===== src/hw/ptc_pkg.sv =====
/*
  package for the power and thermal control register bank: offsets, field
  positions, reset values and carriers.
  assumes an AXI4-Lite slave with 32-bit data and byte addressing.
*/
package ptc_pkg;
  // ==========================================================
  // register byte addresses
  localparam logic [11:0] PTC_TEMP_STATUS_LO_ADDR = 12'h040;
  localparam logic [11:0] PTC_TEMP_STATUS_HI_ADDR = 12'h044;
  localparam logic [11:0] PTC_LOW_RATE_ADDR = 12'h04C;
  localparam logic [11:0] PTC_THERMAL_CTRL_ADDR = 12'h050;
  localparam logic [11:0] PTC_POWER_CTRL_ADDR = 12'h054;
  // ==========================================================
  // register indices as printed
  localparam logic [9:0] PTC_TEMP_STATUS_LO_IDX = 10'h010;
  localparam logic [9:0] PTC_TEMP_STATUS_HI_IDX = 10'h011;
  localparam logic [9:0] PTC_LOW_RATE_IDX = 10'h013;
  localparam logic [9:0] PTC_THERMAL_CTRL_IDX = 10'h014;
  localparam logic [9:0] PTC_POWER_CTRL_IDX = 10'h015;
  // ==========================================================
  // field positions
  localparam int PTC_CONV_BIT = 6;
  localparam int PTC_SENSE_BIT = 5;
  localparam int PTC_PUBLISH_BIT = 2;
  localparam int PTC_CHA_BIT = 7;
  localparam int PTC_CHD_BIT = 4;
  localparam int PTC_STANDBY_BIT = 3;
  localparam int PTC_FULL_BIT = 2;
  localparam int PTC_PINFN_BIT = 0;
  // writable masks; other bits are stored as zero
  localparam logic [7:0] PTC_THERMAL_MASK = 8'h64;
  localparam logic [7:0] PTC_POWER_MASK = 8'hFD;
  localparam logic [7:0] PTC_LOW_RATE_MASK = 8'h03;
  localparam logic [7:0] PTC_REG_RESET = 8'h00;
  localparam logic [8:0] PTC_TEMP_RESET = 9'h000;
  // ==========================================================
  // AXI responses
  localparam logic [1:0] PTC_RESP_OKAY = 2'h0;
  localparam logic [1:0] PTC_RESP_SLVERR = 2'h2;
  // ==========================================================
  // carriers
  typedef struct packed {
    logic [3:0] channel_shutdown; // [3]=A .. [0]=D
    logic core_standby;
    logic full_chip_shutdown;
  } ptc_power_s;
  typedef struct packed {
    logic sensor_enable;
    logic thermal_conversion_enable;
  } ptc_sensor_s;
endpackage


===== src/hw/ptc_power_combine.sv =====
/*
  combines the shutdown pin with the power control fields into the
  per-domain power requests.
  assumes shutdown_pin is synchronous to aclk; outputs are registered.
*/
`timescale 1ns/1ns
`default_nettype none
module ptc_power_combine (
  input wire logic aclk, // clock
  input wire logic aresetn, // sync reset, low
  input wire logic [7:0] power_ctrl, // stored power control register
  input wire logic shutdown_pin, // external shutdown level
  output ptc_pkg::ptc_power_s power_r // registered power requests
);
  // ==========================================================
  // pin routing
  wire pin_fn = power_ctrl[ptc_pkg::PTC_PINFN_BIT];
  wire pin_full = shutdown_pin & ~pin_fn; // [RL8]
  wire pin_standby = shutdown_pin & pin_fn; // [RL9]
  ptc_pkg::ptc_power_s power_nxt;
  assign power_nxt.channel_shutdown =
    power_ctrl[ptc_pkg::PTC_CHA_BIT:ptc_pkg::PTC_CHD_BIT]; // [RL5]
  assign power_nxt.core_standby =
    power_ctrl[ptc_pkg::PTC_STANDBY_BIT] | pin_standby; // [RL6] [RL9]
  assign power_nxt.full_chip_shutdown =
    power_ctrl[ptc_pkg::PTC_FULL_BIT] | pin_full; // [RL7] [RL8]
  always_ff @(posedge aclk) begin
    if (!aresetn) power_r <= '0;
    else power_r <= power_nxt;
  end
endmodule
`default_nettype wire


===== src/hw/ptc_regs.sv =====
/*
  power and thermal control register bank behind an AXI4-Lite slave.
  assumes a sensor macro that returns a 9-bit two's complement result, and
  a shutdown pin synchronous to aclk.
*/
// Overview of operation
// (RL1) low-rate setting 10 one-wire, 11 two-wire
// (RL2) sensor enable bit 5 powers sensor
// (RL3) bit 6 starts conversion, after enable
// (RL4) readout bit 2 publishes 9-bit result
// (RL5) bits 7..4 power down channels A..D
// (RL6) bit 3 puts cores into standby
// (RL7) bit 2 forces full chip shutdown
// (RL8) pin function 0: pin forces shutdown
// (RL9) pin function 1: pin forces standby
// (RL10) low-rate field is bits 1..0
// (RL11) result two's complement, top bits second
// (RL12) software writes zero to reserved bits
`timescale 1ns/1ns
`default_nettype none
module ptc_regs (
  input wire logic aclk, // clock
  input wire logic aresetn, // sync reset, low
  input wire logic [11:0] s_axi_awaddr, // write address
  input wire logic s_axi_awvalid, // write address valid
  output logic s_axi_awready, // write address ready
  input wire logic [31:0] s_axi_wdata, // write data
  input wire logic [3:0] s_axi_wstrb, // write strobes
  input wire logic s_axi_wvalid, // write data valid
  output logic s_axi_wready, // write data ready
  output logic [1:0] s_axi_bresp, // write response
  output logic s_axi_bvalid, // write response valid
  input wire logic s_axi_bready, // write response ready
  input wire logic [11:0] s_axi_araddr, // read address
  input wire logic s_axi_arvalid, // read address valid
  output logic s_axi_arready, // read address ready
  output logic [31:0] s_axi_rdata, // read data
  output logic [1:0] s_axi_rresp, // read response
  output logic s_axi_rvalid, // read valid
  input wire logic s_axi_rready, // read ready
  input wire logic [8:0] sensor_result, // result from sensor macro
  input wire logic shutdown_pin, // external shutdown level
  input wire logic [3:0] ref_status, // reference status {B,D,A,C}
  input wire logic clk_status, // input clock missing flag
  output ptc_pkg::ptc_sensor_s sensor_r, // sensor controls
  output logic [1:0] low_rate_r, // low-rate setting
  output ptc_pkg::ptc_power_s power_r // power requests
);
  // ==========================================================
  // state
  logic [7:0] thermal_ctrl_r;
  logic [7:0] power_ctrl_r;
  logic [8:0] thermal_result_r;
  logic aw_held_r, w_held_r;
  logic [11:0] awaddr_r;
  logic [31:0] wdata_r;
  logic [3:0] wstrb_r;

  function automatic logic [7:0] wmerge(input logic [7:0] old, input logic [31:0] d,
                                        input logic [3:0] s, input logic [7:0] m);
    wmerge = s[0] ? (d[7:0] & m) : old; // reserved bits kept at zero [RL12]
  endfunction

  // ==========================================================
  // write channel: address and data accepted in either order
  wire aw_ok = s_axi_awvalid & s_axi_awready;
  wire w_ok = s_axi_wvalid & s_axi_wready;
  wire have_aw = aw_held_r | aw_ok;
  wire have_w = w_held_r | w_ok;
  wire [11:0] wa = aw_held_r ? awaddr_r : s_axi_awaddr;
  wire [31:0] wd = w_held_r ? wdata_r : s_axi_wdata;
  wire [3:0] ws = w_held_r ? wstrb_r : s_axi_wstrb;
  wire do_wr = have_aw & have_w & ~s_axi_bvalid;
  wire wr_th = do_wr & (wa == ptc_pkg::PTC_THERMAL_CTRL_ADDR);
  wire wr_pw = do_wr & (wa == ptc_pkg::PTC_POWER_CTRL_ADDR);
  wire wr_lr = do_wr & (wa == ptc_pkg::PTC_LOW_RATE_ADDR);
  wire wr_hit = wr_th | wr_pw | wr_lr;

  always_ff @(posedge aclk) begin
    if (!aresetn) begin
      s_axi_awready <= 1'b1;
      s_axi_wready <= 1'b1;
      aw_held_r <= 1'b0;
      w_held_r <= 1'b0;
      awaddr_r <= 12'h000;
      wdata_r <= 32'h00000000;
      wstrb_r <= 4'h0;
      s_axi_bvalid <= 1'b0;
      s_axi_bresp <= ptc_pkg::PTC_RESP_OKAY;
    end else begin
      if (aw_ok) begin
        awaddr_r <= s_axi_awaddr;
      end
      if (w_ok) begin
        wdata_r <= s_axi_wdata;
        wstrb_r <= s_axi_wstrb;
      end
      aw_held_r <= have_aw & ~do_wr;
      w_held_r <= have_w & ~do_wr;
      s_axi_awready <= ~(have_aw & ~do_wr) & ~do_wr & ~(s_axi_bvalid & ~s_axi_bready);
      s_axi_wready <= ~(have_w & ~do_wr) & ~do_wr & ~(s_axi_bvalid & ~s_axi_bready);
      if (do_wr) begin
        s_axi_bvalid <= 1'b1;
        s_axi_bresp <= wr_hit ? ptc_pkg::PTC_RESP_OKAY : ptc_pkg::PTC_RESP_SLVERR;
      end else if (s_axi_bready) begin
        s_axi_bvalid <= 1'b0;
      end
    end
  end

  // ==========================================================
  // control registers
  always_ff @(posedge aclk) begin
    if (!aresetn) begin
      thermal_ctrl_r <= ptc_pkg::PTC_REG_RESET;
      power_ctrl_r <= ptc_pkg::PTC_REG_RESET;
      low_rate_r <= 2'h0;
    end else begin
      if (wr_th) thermal_ctrl_r <= wmerge(thermal_ctrl_r, wd, ws, ptc_pkg::PTC_THERMAL_MASK);
      if (wr_pw) power_ctrl_r <= wmerge(power_ctrl_r, wd, ws, ptc_pkg::PTC_POWER_MASK);
      // stored as written; the legal codes are software's duty [RL1] [RL10]
      if (wr_lr & ws[0]) low_rate_r <= wd[1:0];
    end
  end

  // ==========================================================
  // sensor controls and result capture
  wire sense_en = thermal_ctrl_r[ptc_pkg::PTC_SENSE_BIT];
  // conversion gated by enable so an early start stays harmless [RL3]
  wire conv_en = thermal_ctrl_r[ptc_pkg::PTC_CONV_BIT] & sense_en;
  wire publish = thermal_ctrl_r[ptc_pkg::PTC_PUBLISH_BIT];
  always_ff @(posedge aclk) begin
    if (!aresetn) begin
      sensor_r <= '0;
      thermal_result_r <= ptc_pkg::PTC_TEMP_RESET;
    end else begin
      sensor_r.sensor_enable <= sense_en; // [RL2]
      sensor_r.thermal_conversion_enable <= conv_en; // [RL3]
      if (publish & conv_en) thermal_result_r <= sensor_result; // [RL4]
    end
  end

  ptc_power_combine u_power (
    .aclk(aclk),
    .aresetn(aresetn),
    .power_ctrl(power_ctrl_r),
    .shutdown_pin(shutdown_pin),
    .power_r(power_r)
  );

  // ==========================================================
  // read path; status bits shared with reference status [RL4] [RL11]
  wire [8:0] tr = thermal_result_r;
  wire [7:0] lo_temp = {tr[2], tr[1], tr[0], clk_status, tr[6:4], tr[3]};
  wire [7:0] lo_ref = {ref_status[3], ref_status[2], ref_status[1], clk_status,
                       3'h0, ref_status[0]};
  wire [7:0] lo_val = publish ? lo_temp : lo_ref;
  wire [7:0] hi_val = publish ? {2'h0, tr[8:7], 4'h0} : 8'h00;
  wire [11:0] ra = s_axi_araddr;
  wire rd_lo = ra == ptc_pkg::PTC_TEMP_STATUS_LO_ADDR;
  wire rd_hi = ra == ptc_pkg::PTC_TEMP_STATUS_HI_ADDR;
  wire rd_lr = ra == ptc_pkg::PTC_LOW_RATE_ADDR;
  wire rd_th = ra == ptc_pkg::PTC_THERMAL_CTRL_ADDR;
  wire rd_pw = ra == ptc_pkg::PTC_POWER_CTRL_ADDR;
  wire [7:0] rbyte = rd_lo ? lo_val :
                     rd_hi ? hi_val :
                     rd_lr ? {6'h00, low_rate_r} :
                     rd_th ? thermal_ctrl_r :
                     rd_pw ? power_ctrl_r : 8'h00;
  wire rd_hit = rd_lo | rd_hi | rd_lr | rd_th | rd_pw;
  wire ar_ok = s_axi_arvalid & s_axi_arready;

  always_ff @(posedge aclk) begin
    if (!aresetn) begin
      s_axi_arready <= 1'b1;
      s_axi_rvalid <= 1'b0;
      s_axi_rdata <= 32'h00000000;
      s_axi_rresp <= ptc_pkg::PTC_RESP_OKAY;
    end else if (ar_ok) begin
      s_axi_arready <= 1'b0;
      s_axi_rvalid <= 1'b1;
      s_axi_rdata <= {24'h000000, rbyte};
      s_axi_rresp <= rd_hit ? ptc_pkg::PTC_RESP_OKAY : ptc_pkg::PTC_RESP_SLVERR;
    end else if (s_axi_rvalid & s_axi_rready) begin
      s_axi_rvalid <= 1'b0;
      s_axi_arready <= 1'b1;
    end
  end
endmodule
`default_nettype wire


===== config.mk =====
export PLATFORM = sky130hd
export DESIGN_NAME = ptc_regs
export DESIGN_NICKNAME = d
export VERILOG_FILES = /design/src/hw/ptc_pkg.sv /design/src/hw/ptc_power_combine.sv /design/src/hw/ptc_regs.sv
export SDC_FILE = /design/constraint.sdc
export NUM_CORES = 1
export LEC_CHECK = 0
export BUFFER_PORTS_ARGS = -buffer_cell sky130_fd_sc_hd__buf_2
export CAP_MARGIN = 20
export CORE_MARGIN = 3
export CORE_UTILIZATION = 40
export DETAILED_ROUTE_END_ITERATION = 10
export PLACE_DENSITY_LB_ADDON = 0.2
export SYNTH_ARGS = -nofsm -noshare
export SYNTH_HDL_FRONTEND = slang
export SYNTH_HIERARCHICAL = 1
export SYNTH_SLANG_ARGS = --single-unit

===== constraint.sdc =====
create_clock -name aclk -period 4.33 [get_ports aclk]
set_clock_uncertainty 0.15 [all_clocks]
set_input_delay 0.866 -clock aclk [delete_from_list [all_inputs] [get_ports aclk]]
set_output_delay 0.866 -clock aclk [all_outputs]
set_load 0.02 [all_outputs]

# Word-level counts from Yosys, hierarchy flattened

Cells that the tools add are included.

Output and inout port bits: 51
Word-level logic and storage cells: 90
Register bits after elaboration: 69

Eq/ne operators: 8
Bitwise gates (word level): 38
Mux-type cells: 18
Reduce and logical (&&, ||, !) cells: 4

Operators by type and width:

| operator                                       | count |
|---|---|
| == test 12 x 7 -> 1 bit, second input constant | 8 |
| two-way mux 8 bit                              | 7 |
| AND 1 bit                                      | 21 |
| two-way mux 12 bit                             | 1 |
| OR 1 bit                                       | 10 |
| two-way mux 1 bit                              | 7 |
| inverter 1 bit                                 | 7 |
| two-way mux 6 bit                              | 1 |
| two-way mux 2 bit                              | 2 |
| AND reduction 2 bit                            | 2 |
| nonzero test 2 bit                             | 2 |

# Depth between registers and ports, before layout

Word-level depth: 9
Depth in mapped cells: 5

# Modules after synthesis

Netlist, hierarchy kept.

Modules (own cells, without submodules):

| module            | seq. area each (µm²) | instances | area an instance (µm²) | cells each |
|---|---|---|---|---|
| ptc_regs          | 1,221.2              | 1         | 3,015.4                | 340 |
| ptc_power_combine | 120.1                | 1         | 170.2                  | 14 |

# Least setup slack after synthesis

OpenSTA, ideal clock, no wires.

Kind: input to register
From: in s_axi_awaddr[5]
To: reg low_rate_r[1]
Slack: 1,934 ps
Required time: 4,064 ps
Arrival: 2,130 ps
Library setup time: 116 ps
Stages on the path: 4
Cell sequence: or4b_4 -> a211oi_4 -> nand4_1 -> o211a_1

Cells in the longest elaborated chain, start to end: 4

Ends and longest elaborated chain:

| what                    | line            | text |
|---|---|---|
| from (decl)             | ptc_regs.sv:24  | `input wire logic [11:0] s_axi_awaddr,` |
| two-way mux 12 bit      | ptc_regs.sv:70  | `wire [11:0] wa = aw_held_r ? awaddr_r : s_axi_awaddr;` |
| == test 12 x 7 -> 1 bit | ptc_regs.sv:76  | `wire wr_lr = do_wr & (wa == ptc_pkg::PTC_LOW_RATE_ADDR);` |
| AND 1 bit               | ptc_regs.sv:76  |  |
| AND 1 bit               | ptc_regs.sv:122 | `if (wr_lr & ws[0]) low_rate_r <= wd[1:0];` |
| to (signal assigned)    | ptc_regs.sv:122 |  |
| to (decl)               | ptc_regs.sv:46  | `output logic [1:0] low_rate_r,` |

No other way between the ends.
A chain may end at the register's enable or synchronous reset.

# Worst setup path after layout

From: in s_axi_araddr[5]
To: reg s_axi_rdata[7]

Cells in the longest elaborated chain, start to end: 6
Elaborated cells on any way between the ends: 10

Ends and longest elaborated chain:

| what                    | line            | text |
|---|---|---|
| from (decl)             | ptc_regs.sv:34  | `input wire logic [11:0] s_axi_araddr,` |
| == test 12 x 7 -> 1 bit | ptc_regs.sv:164 | `wire rd_pw = ra == ptc_pkg::PTC_POWER_CTRL_ADDR;` |
| two-way mux 8 bit       | ptc_regs.sv:169 | `rd_pw ? power_ctrl_r : 8'h00;` |
| two-way mux 8 bit       | ptc_regs.sv:168 | `rd_th ? thermal_ctrl_r :` |
| two-way mux 8 bit       | ptc_regs.sv:167 | `rd_lr ? {6'h00, low_rate_r} :` |
| two-way mux 8 bit       | ptc_regs.sv:166 | `rd_hi ? hi_val :` |
| two-way mux 8 bit (*)   | ptc_regs.sv:165 | `wire [7:0] rbyte = rd_lo ? lo_val :` |
| to (signal assigned)    | ptc_regs.sv:182 | `s_axi_rdata <= {24'h000000, rbyte};` |
| to (decl)               | ptc_regs.sv:37  | `output logic [31:0] s_axi_rdata,` |

Mark *: on every way between the ends. The rest lies on a longest branch, timed or not.

==> metrics <==
Final Hold Vio Count=0; clock sink total=67; Die ar.=9070 µm²; clk slew on worst S/H paths=0.08 ns; Synth-to-Final Area Change=17.2%; n_diodes=0; Die Width=95.2 µm; YS warnings=6; layout cells sized above 1=0.279; status=completed; GRT Util Overall=0.165; max_cap viols=0; setup bufs post-CTS=0; Clock Root Buffer=clkbuf_8; Filler cells=741; Setup CP Type=in -> reg; maximum clock rate=around 0.44 GHz; Synth top area share=0.421; I/O pins=133; clock period minus worst slack=2.28 ns; Worst Setup End Kind=register; cell area after layout=3730 µm²; H-tree depth=3; num rows=31; Via density=4.91; post-synth cell types=53; final slew viol count=0; Nets=507; Antenna Nets Post-Route=0; leading post-synthesis cells by cell area=dfxtp_1, nand2_1, a21boi_0, buf_4, mux2i_1; DR pass1 iterations=4; max_slew headroom=0.394; Cell Chain, Critical Path=buf_2 > or4b_1 > nor4_2 > and4bb_1 > o31a_1; Util after Layout=0.499; Synth Register Bits=between 60 and 70; CP bufs+invs=1; Starting Density=0.426; final global-route overflow total=0; PwrDens=363 nW/µm²; Setup TNS Final=0 ns; Final setup viols=0; prevailing post-synth register cell=dfxtp_1; fin crit share=0.526; post-synth top area cell=dfxtp_1; Mapped Area=3190 µm²; Via Count=2600; number of synthesized flops with an enable pin=0; Inserted Clock Buffers=9; Synth top cells by count=nand2_1, dfxtp_1, a21boi_0; crit-path max FO=5; Hold Crit Class=reg -> reg; register area share after synthesis=0.421; initial antenna violation count=0; port buffer count=79; most common cell in the netlist=nand2_1; drt drc=0; Core ar.=~7500 µm²; gpl congestion=between 0.8 and 0.9; post-DR wirelength/cell=13.2 µm; crit-path max cell delay=0.59 ns; worst skew pair latency=0.34 ns; DP HPWL=between 5000 and 6000 µm; VDD IR max=0.146 mV; first-pass GRT wire length=11600 µm; Total Power=approximately 1.4 mW; vias in the first global route=2514; CTS Buffer Depth=2; largest net degree at the start of global routing=57; cell family with most CP delay=simple AND/OR/NAND/NOR gates; TritonCTS clock tree=yes; critical path startpoint category=input pin; CP max stage cell=or4b_1; post-CTS sizing=0; Worst Max-Slew Pin Slew=0.910 ns; CTS Hold Bufs=0; Synth async-reset ratio=0; Post-Route WL=6990 µm; RSZ-0062 raised after global routing=false; Die Ht=95.2 µm; Worst EP arrival=2.42 ns; Worst EP required=4.47 ns; Leakage=1.63 nW; DRT iter0 DRCs=between 150 and 200; Syn Inst Count=354; DP Area=approximately 3500 µm²; syn avg cell area=between 8 and 9 µm²
cell type report:
class | instances | area, µm² | area share
Tap cell | 99 | 124 | 0.0332
Multi-Input combinational cell | 266 | 1660 | 0.445
Inverter | 1 | 3.75 | 0.00101
Sequential cell | 67 | 1340 | 0.359
Clock inverter | 7 | 78.8 | 0.0211
Timing Repair Buffer | 80 | 403 | 0.108
Clock buffer | 9 | 124 | 0.0332
through the flow:
stage	setup slack (ns)	instances	hold slack [ns]
6_report	2.05	529	0.311
5_1_grt	1.92	529	0.344
4_1_cts	2.06	529	0.317
3_5_place_dp	1.69	513	0.306
3_3_place_gp	1.69	513	0.296
2_1_floorplan	1.93	379	0.288
routing by layer:
metal,vias up,global-route usage,share of wire
met1,1186,0.226,0.49
met4,0,0.0769,0.020
met3,13,0.0371,0.058
met2,71,0.244,0.43
li1,1330,-,-
met5,-,0,0
worst min-delay path, stage by stage, from the launching register on:
cell and delay [ns]:
dfxtp_1 0.31, nand2_1 0.04, a21boi_0 0.06
power by group:
part	total, mW	switching, mW	internal, mW
combinational	0.175	0.108	0.0679
sequential	0.660	0.0196	0.640
clock	0.521	0.253	0.268
final timing paths:
check	start	to	slack [ns]	cells past startpoint
worst max register to register	aw_held_r	low_rate_r[1]	2.11	4
worst min-delay path	awaddr_r[10]	awaddr_r[10]	0.31	2
worst max-delay path	s_axi_araddr[5]	s_axi_rdata[7]	2.05	5
worst min register to register	awaddr_r[10]	awaddr_r[10]	0.31	2
cells by family (layout without fill, tap and decap cells):
logic type,Yosys count,in the layout,synth area share
buf+inv,46,97,0.0872
compound gates,71,71,0.167
other cells,1,26,0.00118
flops,67,67,0.421
mux,29,29,0.0962
simple gates,140,140,0.227
cell usage in the layout (no fill, tap or decap), types with 6 or more instances in the layout:
cell type	instances
a21boi_0	30
a21oi_1	6
and2_1	7
buf_2	79
clkbuf_8	9
conb_1	26
dfxtp_1	67
mux2_2	13
mux2i_1	16
nand2_1	85
nand3_1	6
o21ai_0	8
flip-flops by register name, summed over array words and instances (netlist names):
signal	count
wdata_r	8
s_axi_awready	1
s_axi_bresp	1
aw_held_r	1
awaddr_r	12
s_axi_arready	1
thermal_ctrl_r	3
sensor_r	2
s_axi_rresp	1
w_held_r	1
s_axi_bvalid	1
u_power/power_r	6
wstrb_r	1
s_axi_rvalid	1
s_axi_wready	1
s_axi_rdata	8
power_ctrl_r	7
low_rate_r	2
thermal_result_r	9
(Power assumes the default switching activity.)
